--- src/cfg_lp_regs.svh ---
// register offsets, field positions, reset values and delay counts
`ifndef CFG_LP_REGS_SVH
`define CFG_LP_REGS_SVH

`define CFG_OFF        12'h000
`define WDCLR_OFF      12'h004
`define STAT_OFF       12'h008

`define BIT_WDOG_DIS   0
`define BIT_STOP_EN    1
`define BIT_SHORT_STOP_RECOVERY      2
`define BIT_TRIP       3
`define BIT_PWR_DIS    4
`define BIT_RST_DIS    5

`define CFG_RESET      8'h00
`define CFG_KEEP_MASK  8'h08

`define CAUSE_LOWV     0
`define CAUSE_WDOG     1
`define CAUSE_ILLEGAL  2
`define CAUSE_PIN      3

`define SHORT_REC_CYC  32
`define LONG_REC_CYC   4096
`define POR_STAB_CYC   4096
`define CNT_W          13
`define WDOG_W         18

`endif

--- src/cfg_lp_pkg.sv ---
// types shared by the option and low-power control block
`include "cfg_lp_regs.svh"
package cfg_lp_pkg;

    typedef enum logic [4:0] {
        ST_POR   = 5'b00001,
        ST_RUN   = 5'b00010,
        ST_WAIT  = 5'b00100,
        ST_STOP  = 5'b01000,
        ST_RECOV = 5'b10000
    } state_e;

    typedef struct packed {
        state_e              st;
        logic [7:0]          cfg;
        logic [`CNT_W-1:0]   cnt;
        logic                rst_pls;
        logic                iset;
        logic                iclr;
        logic [3:0]          cause;
        logic [31:0]         rdata;
    } ctl_s;

    typedef struct packed {
        logic [`WDOG_W-1:0]  cnt;
        logic                ovf;
    } wdog_s;

endpackage

--- src/config_low_power_control.sv ---
// system option register, stop and wait sequencing, reset routing
//
// Decided for this implementation: the register offsets and the APB slave port.
`timescale 1ns/1ps
`include "cfg_lp_regs.svh"

module config_low_power_control #(
    parameter int SHORT_RECOVERY = `SHORT_REC_CYC,
    parameter int LONG_RECOVERY  = `LONG_REC_CYC,
    parameter int POR_STABILIZE  = `POR_STAB_CYC
) (
    input  wire logic        CLK,
    input  wire logic        RESET_N,
    input  wire logic        CE,
    input  wire logic        PSEL,
    input  wire logic        PENABLE,
    input  wire logic        PWRITE,
    input  wire logic [11:0] PADDR,
    input  wire logic [31:0] PWDATA,
    output logic [31:0]      PRDATA,
    output logic             PREADY,
    output logic             PSLVERR,
    input  wire logic        WAIT_REQ,
    input  wire logic        STOP_REQ,
    input  wire logic        INT_REQ,
    input  wire logic        EXT_INT,
    input  wire logic        LOWV_TRIP,
    input  wire logic        RESET_REQ,
    output logic             CPU_CLK_EN,
    output logic             SYS_RESET,
    output logic             IMASK_SET,
    output logic             IMASK_CLEAR,
    output logic             LOWV_POWER_EN,
    output logic             LOWV_RANGE_5V,
    output logic             WATCHDOG_ACTIVE
);

    localparam logic [`CNT_W-1:0] SHORT_LOAD =
        `CNT_W'(SHORT_RECOVERY - 1);
    localparam logic [`CNT_W-1:0] LONG_LOAD =
        `CNT_W'(LONG_RECOVERY - 1);
    localparam logic [`CNT_W-1:0] POR_LOAD =
        `CNT_W'(POR_STABILIZE - 1);

    cfg_lp_pkg::ctl_s r_reg;
    cfg_lp_pkg::ctl_s r_next;

    logic              wd_ovf;
    logic              wd_run;
    logic              wd_clear;
    logic              lowv_rst;
    logic              illegal;
    logic              any_rst;
    logic              addr_ok;
    logic              wr_en;
    logic              stop_enter;
    logic [`CNT_W-1:0] rec_load;

    // ------------------------------------------------------------
    // apb decode
    // ------------------------------------------------------------
    assign addr_ok = (PADDR == `CFG_OFF) || (PADDR == `WDCLR_OFF) ||
                     (PADDR == `STAT_OFF);
    assign PREADY  = CE;
    assign PSLVERR = PSEL && PENABLE && !addr_ok;
    assign PRDATA  = r_reg.rdata;
    assign wr_en   = PSEL && PENABLE && PWRITE && CE && addr_ok;

    // ------------------------------------------------------------
    // reset sources
    // ------------------------------------------------------------
    assign lowv_rst = LOWV_TRIP &&
                      !r_reg.cfg[`BIT_PWR_DIS] &&
                      !r_reg.cfg[`BIT_RST_DIS];
    assign illegal  = STOP_REQ && (r_reg.st == cfg_lp_pkg::ST_RUN) &&
                      !WAIT_REQ &&
                      !r_reg.cfg[`BIT_STOP_EN];
    assign any_rst  = (lowv_rst || wd_ovf || illegal || RESET_REQ) &&
                      (r_reg.st != cfg_lp_pkg::ST_POR);
    assign stop_enter = STOP_REQ && !WAIT_REQ &&
                        (r_reg.st == cfg_lp_pkg::ST_RUN) &&
                        r_reg.cfg[`BIT_STOP_EN];
    assign rec_load = r_reg.cfg[`BIT_SHORT_STOP_RECOVERY] ? SHORT_LOAD
                                            : LONG_LOAD;

    // ------------------------------------------------------------
    // watchdog
    // ------------------------------------------------------------
    assign wd_run = !r_reg.cfg[`BIT_WDOG_DIS] &&
                    (r_reg.st != cfg_lp_pkg::ST_POR) &&
                    (r_reg.st != cfg_lp_pkg::ST_STOP);
    assign wd_clear = (wr_en && (PADDR == `WDCLR_OFF)) ||
                      stop_enter || r_reg.rst_pls;

    watchdog_counter u_wdog (
        .CLK      (CLK),
        .RESET_N  (RESET_N),
        .CE       (CE),
        .RUN_EN   (wd_run),
        .CLEAR    (wd_clear),
        .OVERFLOW (wd_ovf)
    );

    // ------------------------------------------------------------
    // next state
    // ------------------------------------------------------------
    always_comb begin
        r_next         = r_reg;
        r_next.rst_pls = 1'b0;
        r_next.iset    = 1'b0;
        r_next.iclr    = 1'b0;

        if (PSEL && !PENABLE) begin
            case (PADDR)
                `CFG_OFF: begin
                    r_next.rdata = {24'h000000, r_reg.cfg};
                end
                `STAT_OFF: begin
                    r_next.rdata = {23'h000000, r_reg.cause, r_reg.st};
                end
                default: begin
                    r_next.rdata = 32'h00000000;
                end
            endcase
        end

        if (wr_en && (PADDR == `CFG_OFF)) begin
            r_next.cfg = PWDATA[7:0];
        end

        case (r_reg.st)
            cfg_lp_pkg::ST_POR: begin
                if (r_reg.cnt == '0) begin
                    r_next.st = cfg_lp_pkg::ST_RUN;
                end else begin
                    r_next.cnt = r_reg.cnt - 1'b1;
                end
            end
            cfg_lp_pkg::ST_RUN: begin
                if (WAIT_REQ) begin
                    r_next.st   = cfg_lp_pkg::ST_WAIT;
                    r_next.iclr = 1'b1;
                end else if (stop_enter) begin
                    r_next.st   = cfg_lp_pkg::ST_STOP;
                    r_next.iclr = 1'b1;
                end
            end
            cfg_lp_pkg::ST_WAIT: begin
                if (INT_REQ) begin
                    r_next.st = cfg_lp_pkg::ST_RUN;
                end
            end
            cfg_lp_pkg::ST_STOP: begin
                if (EXT_INT) begin
                    r_next.st  = cfg_lp_pkg::ST_RECOV;
                    r_next.cnt = rec_load;
                end
            end
            cfg_lp_pkg::ST_RECOV: begin
                if (r_reg.cnt == '0) begin
                    r_next.st = cfg_lp_pkg::ST_RUN;
                end else begin
                    r_next.cnt = r_reg.cnt - 1'b1;
                end
            end
            default: begin
                r_next.st = cfg_lp_pkg::ST_RUN;
            end
        endcase

        if (any_rst) begin
            r_next.rst_pls = 1'b1;
            r_next.iset    = 1'b1;
            r_next.iclr    = 1'b0;
            r_next.cause[`CAUSE_LOWV]    = lowv_rst;
            r_next.cause[`CAUSE_WDOG]    = wd_ovf;
            r_next.cause[`CAUSE_ILLEGAL] = illegal;
            r_next.cause[`CAUSE_PIN]     = RESET_REQ;
            r_next.cfg = (r_reg.cfg & `CFG_KEEP_MASK) |
                         (`CFG_RESET & ~`CFG_KEEP_MASK);
            if ((r_reg.st == cfg_lp_pkg::ST_STOP) ||
                (r_reg.st == cfg_lp_pkg::ST_RECOV)) begin
                r_next.st  = cfg_lp_pkg::ST_RECOV;
                r_next.cnt = lowv_rst ? LONG_LOAD : rec_load;
            end else begin
                r_next.st = cfg_lp_pkg::ST_RUN;
            end
        end
    end

    // ------------------------------------------------------------
    // state register
    // ------------------------------------------------------------
    always_ff @(posedge CLK or negedge RESET_N) begin
        if (!RESET_N) begin
            r_reg.st      <= cfg_lp_pkg::ST_POR;
            r_reg.cfg     <= `CFG_RESET;
            r_reg.cnt     <= POR_LOAD;
            r_reg.rst_pls <= 1'b0;
            r_reg.iset    <= 1'b0;
            r_reg.iclr    <= 1'b0;
            r_reg.cause   <= 4'h0;
            r_reg.rdata   <= 32'h00000000;
        end else if (CE) begin
            r_reg <= r_next;
        end
    end

    // ------------------------------------------------------------
    // outputs
    // ------------------------------------------------------------
    assign CPU_CLK_EN      = (r_reg.st == cfg_lp_pkg::ST_RUN);
    assign SYS_RESET       = r_reg.rst_pls;
    assign IMASK_SET       = r_reg.iset;
    assign IMASK_CLEAR     = r_reg.iclr;
    assign LOWV_POWER_EN   = !r_reg.cfg[`BIT_PWR_DIS];
    assign LOWV_RANGE_5V   = r_reg.cfg[`BIT_TRIP];
    assign WATCHDOG_ACTIVE = wd_run;
endmodule // config_low_power_control

--- src/watchdog_counter.sv ---
// watchdog counter that counts while RUN_EN is high, with clear and overflow pulse
`timescale 1ns/1ps
module watchdog_counter (
    input  wire logic CLK,
    input  wire logic RESET_N,
    input  wire logic CE,
    input  wire logic RUN_EN,
    input  wire logic CLEAR,
    output logic      OVERFLOW
);

    cfg_lp_pkg::wdog_s r_reg;
    cfg_lp_pkg::wdog_s r_next;

    // ------------------------------------------------------------
    // counter
    // ------------------------------------------------------------
    always_comb begin
        r_next     = r_reg;
        r_next.ovf = 1'b0;
        if (CLEAR) begin
            r_next.cnt = '0;
        end else if (RUN_EN) begin
            r_next.cnt = r_reg.cnt + 1'b1;
            r_next.ovf = &r_reg.cnt;
        end
    end

    always_ff @(posedge CLK or negedge RESET_N) begin
        if (!RESET_N) begin
            r_reg <= '0;
        end else if (CE) begin
            r_reg <= r_next;
        end
    end

    assign OVERFLOW = r_reg.ovf;

endmodule // watchdog_counter
--- config.mk ---
export PLATFORM = sky130hd
export DESIGN_NAME = config_low_power_control
export DESIGN_NICKNAME = d
export VERILOG_FILES = /design/src/cfg_lp_pkg.sv /design/src/config_low_power_control.sv /design/src/watchdog_counter.sv
export VERILOG_INCLUDE_DIRS = /design/src
export SDC_FILE = /design/constraint.sdc
export NUM_CORES = 1
export LEC_CHECK = 0
export ABC_AREA = 1
export BUFFER_PORTS_ARGS = -buffer_cell sky130_fd_sc_hd__buf_2
export CORE_AREA = 4 4 114 116
export DETAILED_ROUTE_END_ITERATION = 8
export DIE_AREA = 0 0 118 120
export PLACE_DENSITY = 0.54
export SLEW_MARGIN = 20
export SYNTH_ARGS = -nofsm -noshare
export SYNTH_HDL_FRONTEND = slang
export SYNTH_SLANG_ARGS = --single-unit
--- constraint.sdc ---
create_clock -name CLK -period 1.8 [get_ports CLK]
set_clock_uncertainty 0.2 [all_clocks]
set_input_delay 0.09 -clock CLK [delete_from_list [all_inputs] [get_ports CLK]]
set_output_delay 0.09 -clock CLK [all_outputs]
set_load 0.02 [all_outputs]
==> flow_summary.toml, run 1 <==
[sta]
hold_viol_final = 0
period_minus_slack_ns = 1.86
whs_ns = 0.0582
worst_slack_ns = -0.0619
setup_tns_ns = -0.467
slew_violations = 0
max_freq_mhz = 537
worstMarginPinSlew_ns = 0.493
slew_headroom_pct = 66.9
setup_viol_count_final = 25
fin_crit_sh_pct = 103
rsz0062_at_grt = "true"

[yosys]
synth_seq_cells = 60
avgSynthCellArea_um2 = 7.27
synth_cells = 567
ys_seq_area_share_pct = 36.8
synth.distinct_cells = 39
synth-warning-count = 0
synth_area_um2 = 4120

[global_routing]
top_usage_layer = "met2"
grt_antenna_before_repair = 0
grt.overflow.total = 0
grt_usage_pct = 16.3
use_met3_pct = 3.68
grt_use_met2_pct = 27.3
grt_pass1_wl_um = 19100
grt_pass1_vias = 4003
use_met1_pct = 21.0
grt_max_degree = 61

[floorplan]
die_h_um = 120
io_pins = 97
rows = 40
start_util_pct = 34.6
core_um2 = 11900
die_x_um = 118
die_area_um2 = 14200

[final_layout]
area_delta_synth_final_pct = 35.7
largest_reg_flops = 29
fin_util_pct = 47.0
drive_above_1_share_pct = 32.5
fin_nets = 752
antenna_cells = 0

[clock_tree]
clk_pin_slew_ns = 0.06
cts_tree = "built"
clockBufferDepth = 2
clk_latency_ns = 0.33
clock-root-buffer = "clkbuf_16"
cts_sinks = 60
cts_buffers = 9
ctsHtreeMaxLevel = 3

[route]
routed_via_density = 4.74
drc = 0
routed_wl_um = 11100
antenna_left = 0
vias = 4014
drtPass1Iterations = 4
wl_per_cell_um = 13.1
drt_iter0_markers = 144

[power_and_ir_drop]
p_leak_uw = 0.00273
ir_drop_mv = 0.502
power_density_nw_per_um2 = 1100
p_total_uw = 6160

[place]
gp_congestion = 0.832
dp_hpwl_um = 7980
place_ws_ns = -0.116
portBuffers = 49

[status]
run_status = "complete, but fails checks"
failed_checks = "negative setup slack"

[min_path]
hold_path.class = "primary input to flip-flop"

[critical_path]
required_ns = 1.81
crit_path_end_kind = "flip-flop"
crit_fanout = 6
startpoint_type = "flip-flop"
cp.arrival_ns = 1.87
crit_type = "flip-flop to flip-flop"

[job]
max_cap_viol_count = 0
==> cells in the mapped netlist (all sizes together) <==
| cell | count | area share, % |
|---|---|---|
| a21oi | 8 | 1.1 |
| a22oi | 1 | 0.30 |
| buf | 40 | 7.3 |
| clkbuf | 4 | 0.36 |
| conb | 1 | 0.091 |
| dfrtp | 47 | 29 |
| dfstp | 13 | 8.3 |
| ha | 2 | 0.61 |
| inv | 67 | 6.1 |
| mux2 | 1 | 0.27 |
| nand2 | 161 | 15 |
| nand3 | 53 | 7.7 |
| nand3b | 4 | 0.73 |
| nand4 | 32 | 5.2 |
| nor2 | 57 | 5.9 |
| nor3 | 11 | 2.1 |
| o211ai | 1 | 0.18 |
| o21ai | 37 | 4.8 |
| o21bai | 1 | 0.18 |
| o22ai | 7 | 1.1 |
| o31ai | 1 | 0.18 |
| or2 | 2 | 0.30 |
| xnor2 | 4 | 0.85 |
| xor2 | 12 | 2.5 |
==> final timing paths <==
| path | start | endpoint | slack [ns] | cells after the start |
|---|---|---|---|---|
| max | r_reg[62]$_DFFE_PN0P_ | r_reg[62]$_DFFE_PN0P_ | -0.06 | 10 |
| min | PADDR[10] | PRDATA[8]$_DFFE_PN0P_ | 0.06 | 5 |
| max reg2reg | r_reg[62]$_DFFE_PN0P_ | r_reg[62]$_DFFE_PN0P_ | -0.06 | 10 |
| min reg2reg | PRDATA[2]$_DFFE_PN0P_ | PRDATA[2]$_DFFE_PN0P_ | 0.28 | 2 |
| max in group asynchronous | RESET_N | r_reg[45]$_DFFE_PN1P_ | 0.95 | 3 |
| min in group asynchronous | RESET_N | PRDATA[8]$_DFFE_PN0P_ | 0.10 | 3 |
==> through the flow <==
step	instance area [um2]	instances
6_report	5600	846
5_1_grt	5600	846
4_1_cts	5380	837
3_5_place_dp	4790	799
3_3_place_gp	4790	799
2_1_floorplan	4220	589
==> repair_timing <==
| item | 4_1_cts | 5_1_grt |
|---|---|---|
| buffers inserted | 7 | 9 |
| endpoints found under the setup margin | 28 | 52 |
| endpoints found under the hold margin | 75 | 0 |
| pin swaps | 9 | 12 |
| cloned | 1 | 0 |
| gates resized for setup | 19 | 55 |
| hold buffers | 14 | 0 |
==> layout make-up <==
type,instances,area (um2)
Timing Repair Buffer,137,1010
Multi-Input combinational cell,419,2300
Clock buffer,13,280
Sequential cell,60,1520
Tap cell,147,184
Fill cell,1173,6310
Clock inverter,3,42.5
Inverter,67,262
==> layout by cell type, fill, tap and decap left out, types with 3 or more instances in the layout <==
master and n:
clkbuf_8 4, nand3_4 3, nand4_1 31, dlygate4sd3_1 14, nand3_1 39, xnor2_1 4, buf_2 47, inv_1 58
o21ai_1 3, nor2_2 3, nand2_4 6, xor2_1 12, o21ai_2 5, nand3_2 12, nand2_2 13, nor2_1 47
inv_2 6, conb_1 23, nand3b_1 4, o22ai_1 7, dfstp_2 13, nor2_4 7, a21oi_2 3, nand2_1 141
buf_6 11, clkbuf_16 9, a21oi_1 5, buf_4 63, o21ai_0 28, nor3_1 7, dfrtp_1 46
==> routing by layer <==
layer	share of wire [%]	wire (um)	up-vias
met2	49	5470	92
met5	0	0	-
met1	45	4980	1861
met4	1.1	118	0
li1	-	-	2050
met3	4.4	491	11
==> report_power, final <==
part / leakage, uW / switching (uW) / internal (uW)
combinational: 0.00179 / 1410 / 1150
clock: 0.000158 / 612 / 1220
sequential: 0.000779 / 138 / 1630
total: 0.00273 / 2160 / 4000
==> cell families (layout without fill, tap and decap cells) <==
| family | count (synthesis) | count (layout) | synth area share (%) |
|---|---|---|---|
| and+or+nand+nor | 320 | 321 | 37.3 |
| other | 1 | 23 | 0.0909 |
| xor gates and xnor gates | 16 | 16 | 3.40 |
| DFF | 60 | 60 | 36.8 |
| muxes | 1 | 1 | 0.273 |
| adders and majority gates | 2 | 2 | 0.607 |
| AOI/OAI and AO/OA | 56 | 56 | 7.74 |
| buffers and inverters | 111 | 220 | 13.8 |
==> critical path, cell delays in order (launching register included) <==
cell and delay [ns]:
dfrtp_2 0.44, nor2_4 0.13, nand2_2 0.08, nor2_4 0.18, nand3_4 0.13, nand2_8 0.12, nand3_4 0.14, nand2_4 0.13
nand2_4 0.07, nand2_1 0.07, nand2_1 0.05
Power figures use the tool's default switching activity.
==> inputs of run 2 (changes only) <==
--- a/config.mk
+++ b/config.mk
@@ -7,11 +7,11 @@
 export NUM_CORES = 1
 export LEC_CHECK = 0
 export ABC_AREA = 1
-export BUFFER_PORTS_ARGS = -buffer_cell sky130_fd_sc_hd__buf_2
-export CORE_AREA = 4 4 114 116
+export BUFFER_PORTS_ARGS = -buffer_cell sky130_fd_sc_hd__clkbuf_2
+export CORE_AREA = 2 2 112 114
 export DETAILED_ROUTE_END_ITERATION = 8
-export DIE_AREA = 0 0 118 120
-export PLACE_DENSITY = 0.54
+export DIE_AREA = 0 0 114 116
+export PLACE_DENSITY = 0.52
 export SLEW_MARGIN = 20
 export SYNTH_ARGS = -nofsm -noshare
 export SYNTH_HDL_FRONTEND = slang
==> constraint.sdc (replaced) <==
create_clock -name CLK -period 2.2 [get_ports CLK]
set_clock_uncertainty 0.2 [all_clocks]
set_input_delay 0.11 -clock CLK [delete_from_list [all_inputs] [get_ports CLK]]
set_output_delay 0.11 -clock CLK [all_outputs]
set_load 0.02 [all_outputs]
==> run 2 against run 1 <==
Net effect:
- the flow now finishes without violations
- sequential power fell by 14%
- clock power fell by 23%
- cell area fell by 13%
- clock-buffer cell count rose by 1
- sequential share of layout area rose by 4.1 points
- hold slack got worse by 0.050 ns
- combinational power fell by 47%
==> flow_summary.toml, run 2 (synthesized netlist as in run 1, its figures left out) <==
[critical_path]
worstRegToRegCells = 9
startpoint_type = "flip-flop"
crit_fanout = 12
required_ns = 1.89
crit_type = "flip-flop to primary output"
crit_path_end_kind = "primary output"
cp.arrival_ns = 1.81

[route]
wl_per_cell_um = 12.9
drtPass1Iterations = 4
drt_iter0_markers = 205
vias = 3725
antenna_left = 0
routed_via_density = 4.76
routed_wl_um = 10100
drc = 0

[clock_tree]
clk_latency_ns = 0.33
clockBufferDepth = 2
clock-root-buffer = "clkbuf_16"
ctsHtreeMaxLevel = 3
cts_tree = "built"
cts_setup_buffers = 0
cts_sinks = 60
clk_pin_slew_ns = 0.05
cts_buffers = 9

[floorplan]
core_um2 = 11900
die_h_um = 116
rows = 40
die_x_um = 114
start_util_pct = 34.6
die_area_um2 = 13200
io_pins = 97

[final_layout]
mostFrequentLayoutCells = "155 x nand2_1, 63 x inv_1, 51 x nor2_1"
area_delta_synth_final_pct = 18.0
drive_above_1_share_pct = 19.0
antenna_cells = 0
final_common_cell = "nand2_1"
largest_reg_flops = 29
fin_nets = 689

[sta]
period_minus_slack_ns = 2.12
rsz0062_at_grt = "true"
worstMarginPinSlew_ns = 0.539
slew_headroom_pct = 64.0
setup_viol_count_final = 0
max_freq_mhz = 473
hold_viol_final = 0
slew_violations = 0
worst_slack_ns = 0.0839
fin_crit_sh_pct = 96.2

[power_and_ir_drop]
p_total_uw = 4280
comb_power_share_pct = 31.7
ir_drop_mv = 0.324
pwr-share-seq_pct = 35.4
p_clk_share_pct = 32.8
swShare_pct = 36.3
p_leak_uw = 0.00239
p_sw_uw = 1550
intPower_uw = 2720
power_density_nw_per_um2 = 879

[global_routing]
grt_usage_pct = 16.5
grt_pass1_vias = 3693
grt.overflow.total = 0
grt_antenna_before_repair = 0
grt_pass1_wl_um = 17400
grt_max_degree = 43

[min_path]
worstHoldPathCells = 5
hold_path.class = "primary input to flip-flop"

[place]
portBuffers = 49
place_ws_ns = 0.172
dp_hpwl_um = 7450
gp_congestion = 0.880

[job]
max_cap_viol_count = 0

[status]
run_status = "finished clean"
## run 2: area by class of cell
class | instances | area, um2
tap | 147 | 184
clock buffer | 14 | 254
inverter | 67 | 251
fill | 1216 | 7050
multi-input combinational | 418 | 2120
timing repair buffer | 75 | 499
clock inverter | 2 | 35.0
sequential | 60 | 1520
## run 2: power by group through the flow
stage | Sequential [uW] | Combinational [uW] | Clock, uW
floorplan | 1480 | 1040 | 0
global placement | 1520 | 1330 | 0
detailed placement | 1530 | 1330 | 0
CTS | 1510 | 1360 | 1440
global route | 1550 | 1560 | 1470
finish | 1520 | 1360 | 1400
## run 2: metrics by stage
step | cells | utilization (%) | setup TNS (ns) | hold slack [ns] | area (um2)
after global routing | 783 | 40.8 | -0.00913 | 0.0432 | 4860
final | 783 | 40.8 | 0 | 0.00779 | 4860
after global placement | 755 | 37.4 | 0 | -0.0927 | 4450
after floorplan | 589 | - | 0 | -0.386 | 4210
after detailed placement | 755 | 37.4 | 0 | -0.0812 | 4450
after CTS | 783 | 40.8 | 0 | 0.00192 | 4860
## run 2: worst paths after layout
check                                 startpoint               endpoint  slack, ns
max                        r_reg[60]$_DFFE_PN1P_        WATCHDOG_ACTIVE       0.08
max reg2reg                r_reg[39]$_DFFE_PN1P_  r_reg[45]$_DFFE_PN1P_       0.15
min reg2reg                r_reg[34]$_DFFE_PN0P_  r_reg[34]$_DFFE_PN0P_       0.28
min                                     STOP_REQ  r_reg[34]$_DFFE_PN0P_      0.008
min in group asynchronous                RESET_N  r_reg[59]$_DFFE_PN0P_       0.11
max in group asynchronous                RESET_N  r_reg[48]$_DFFE_PN1P_       1.00
## run 2: critical path: stages, from the launching register on
cell and delay [ns]:
dfstp_2 0.56, nor2_1 0.07, inv_1 0.11, nor2_4 0.07, nor3_4 0.28, buf_6 0.20
clkbuf_2 0.18
## run 2: layer usage
metal | up-vias | global-route usage [%] | share of wire (%)
met3 | 11 | 3.35 | 4.0
met4 | 0 | 5.37 | 1.4
met2 | 90 | 26.9 | 45
met1 | 1700 | 22.2 | 49
li1 | 1924 | - | -
met5 | - | 0 | 0
## run 2: timing repair
action / in CTS / in global routing
hold buffers: 12 / 0
endpoints found under the setup margin: 0 / 7
resized for setup: 0 / 2
hold endpoints to repair: 30 / 0
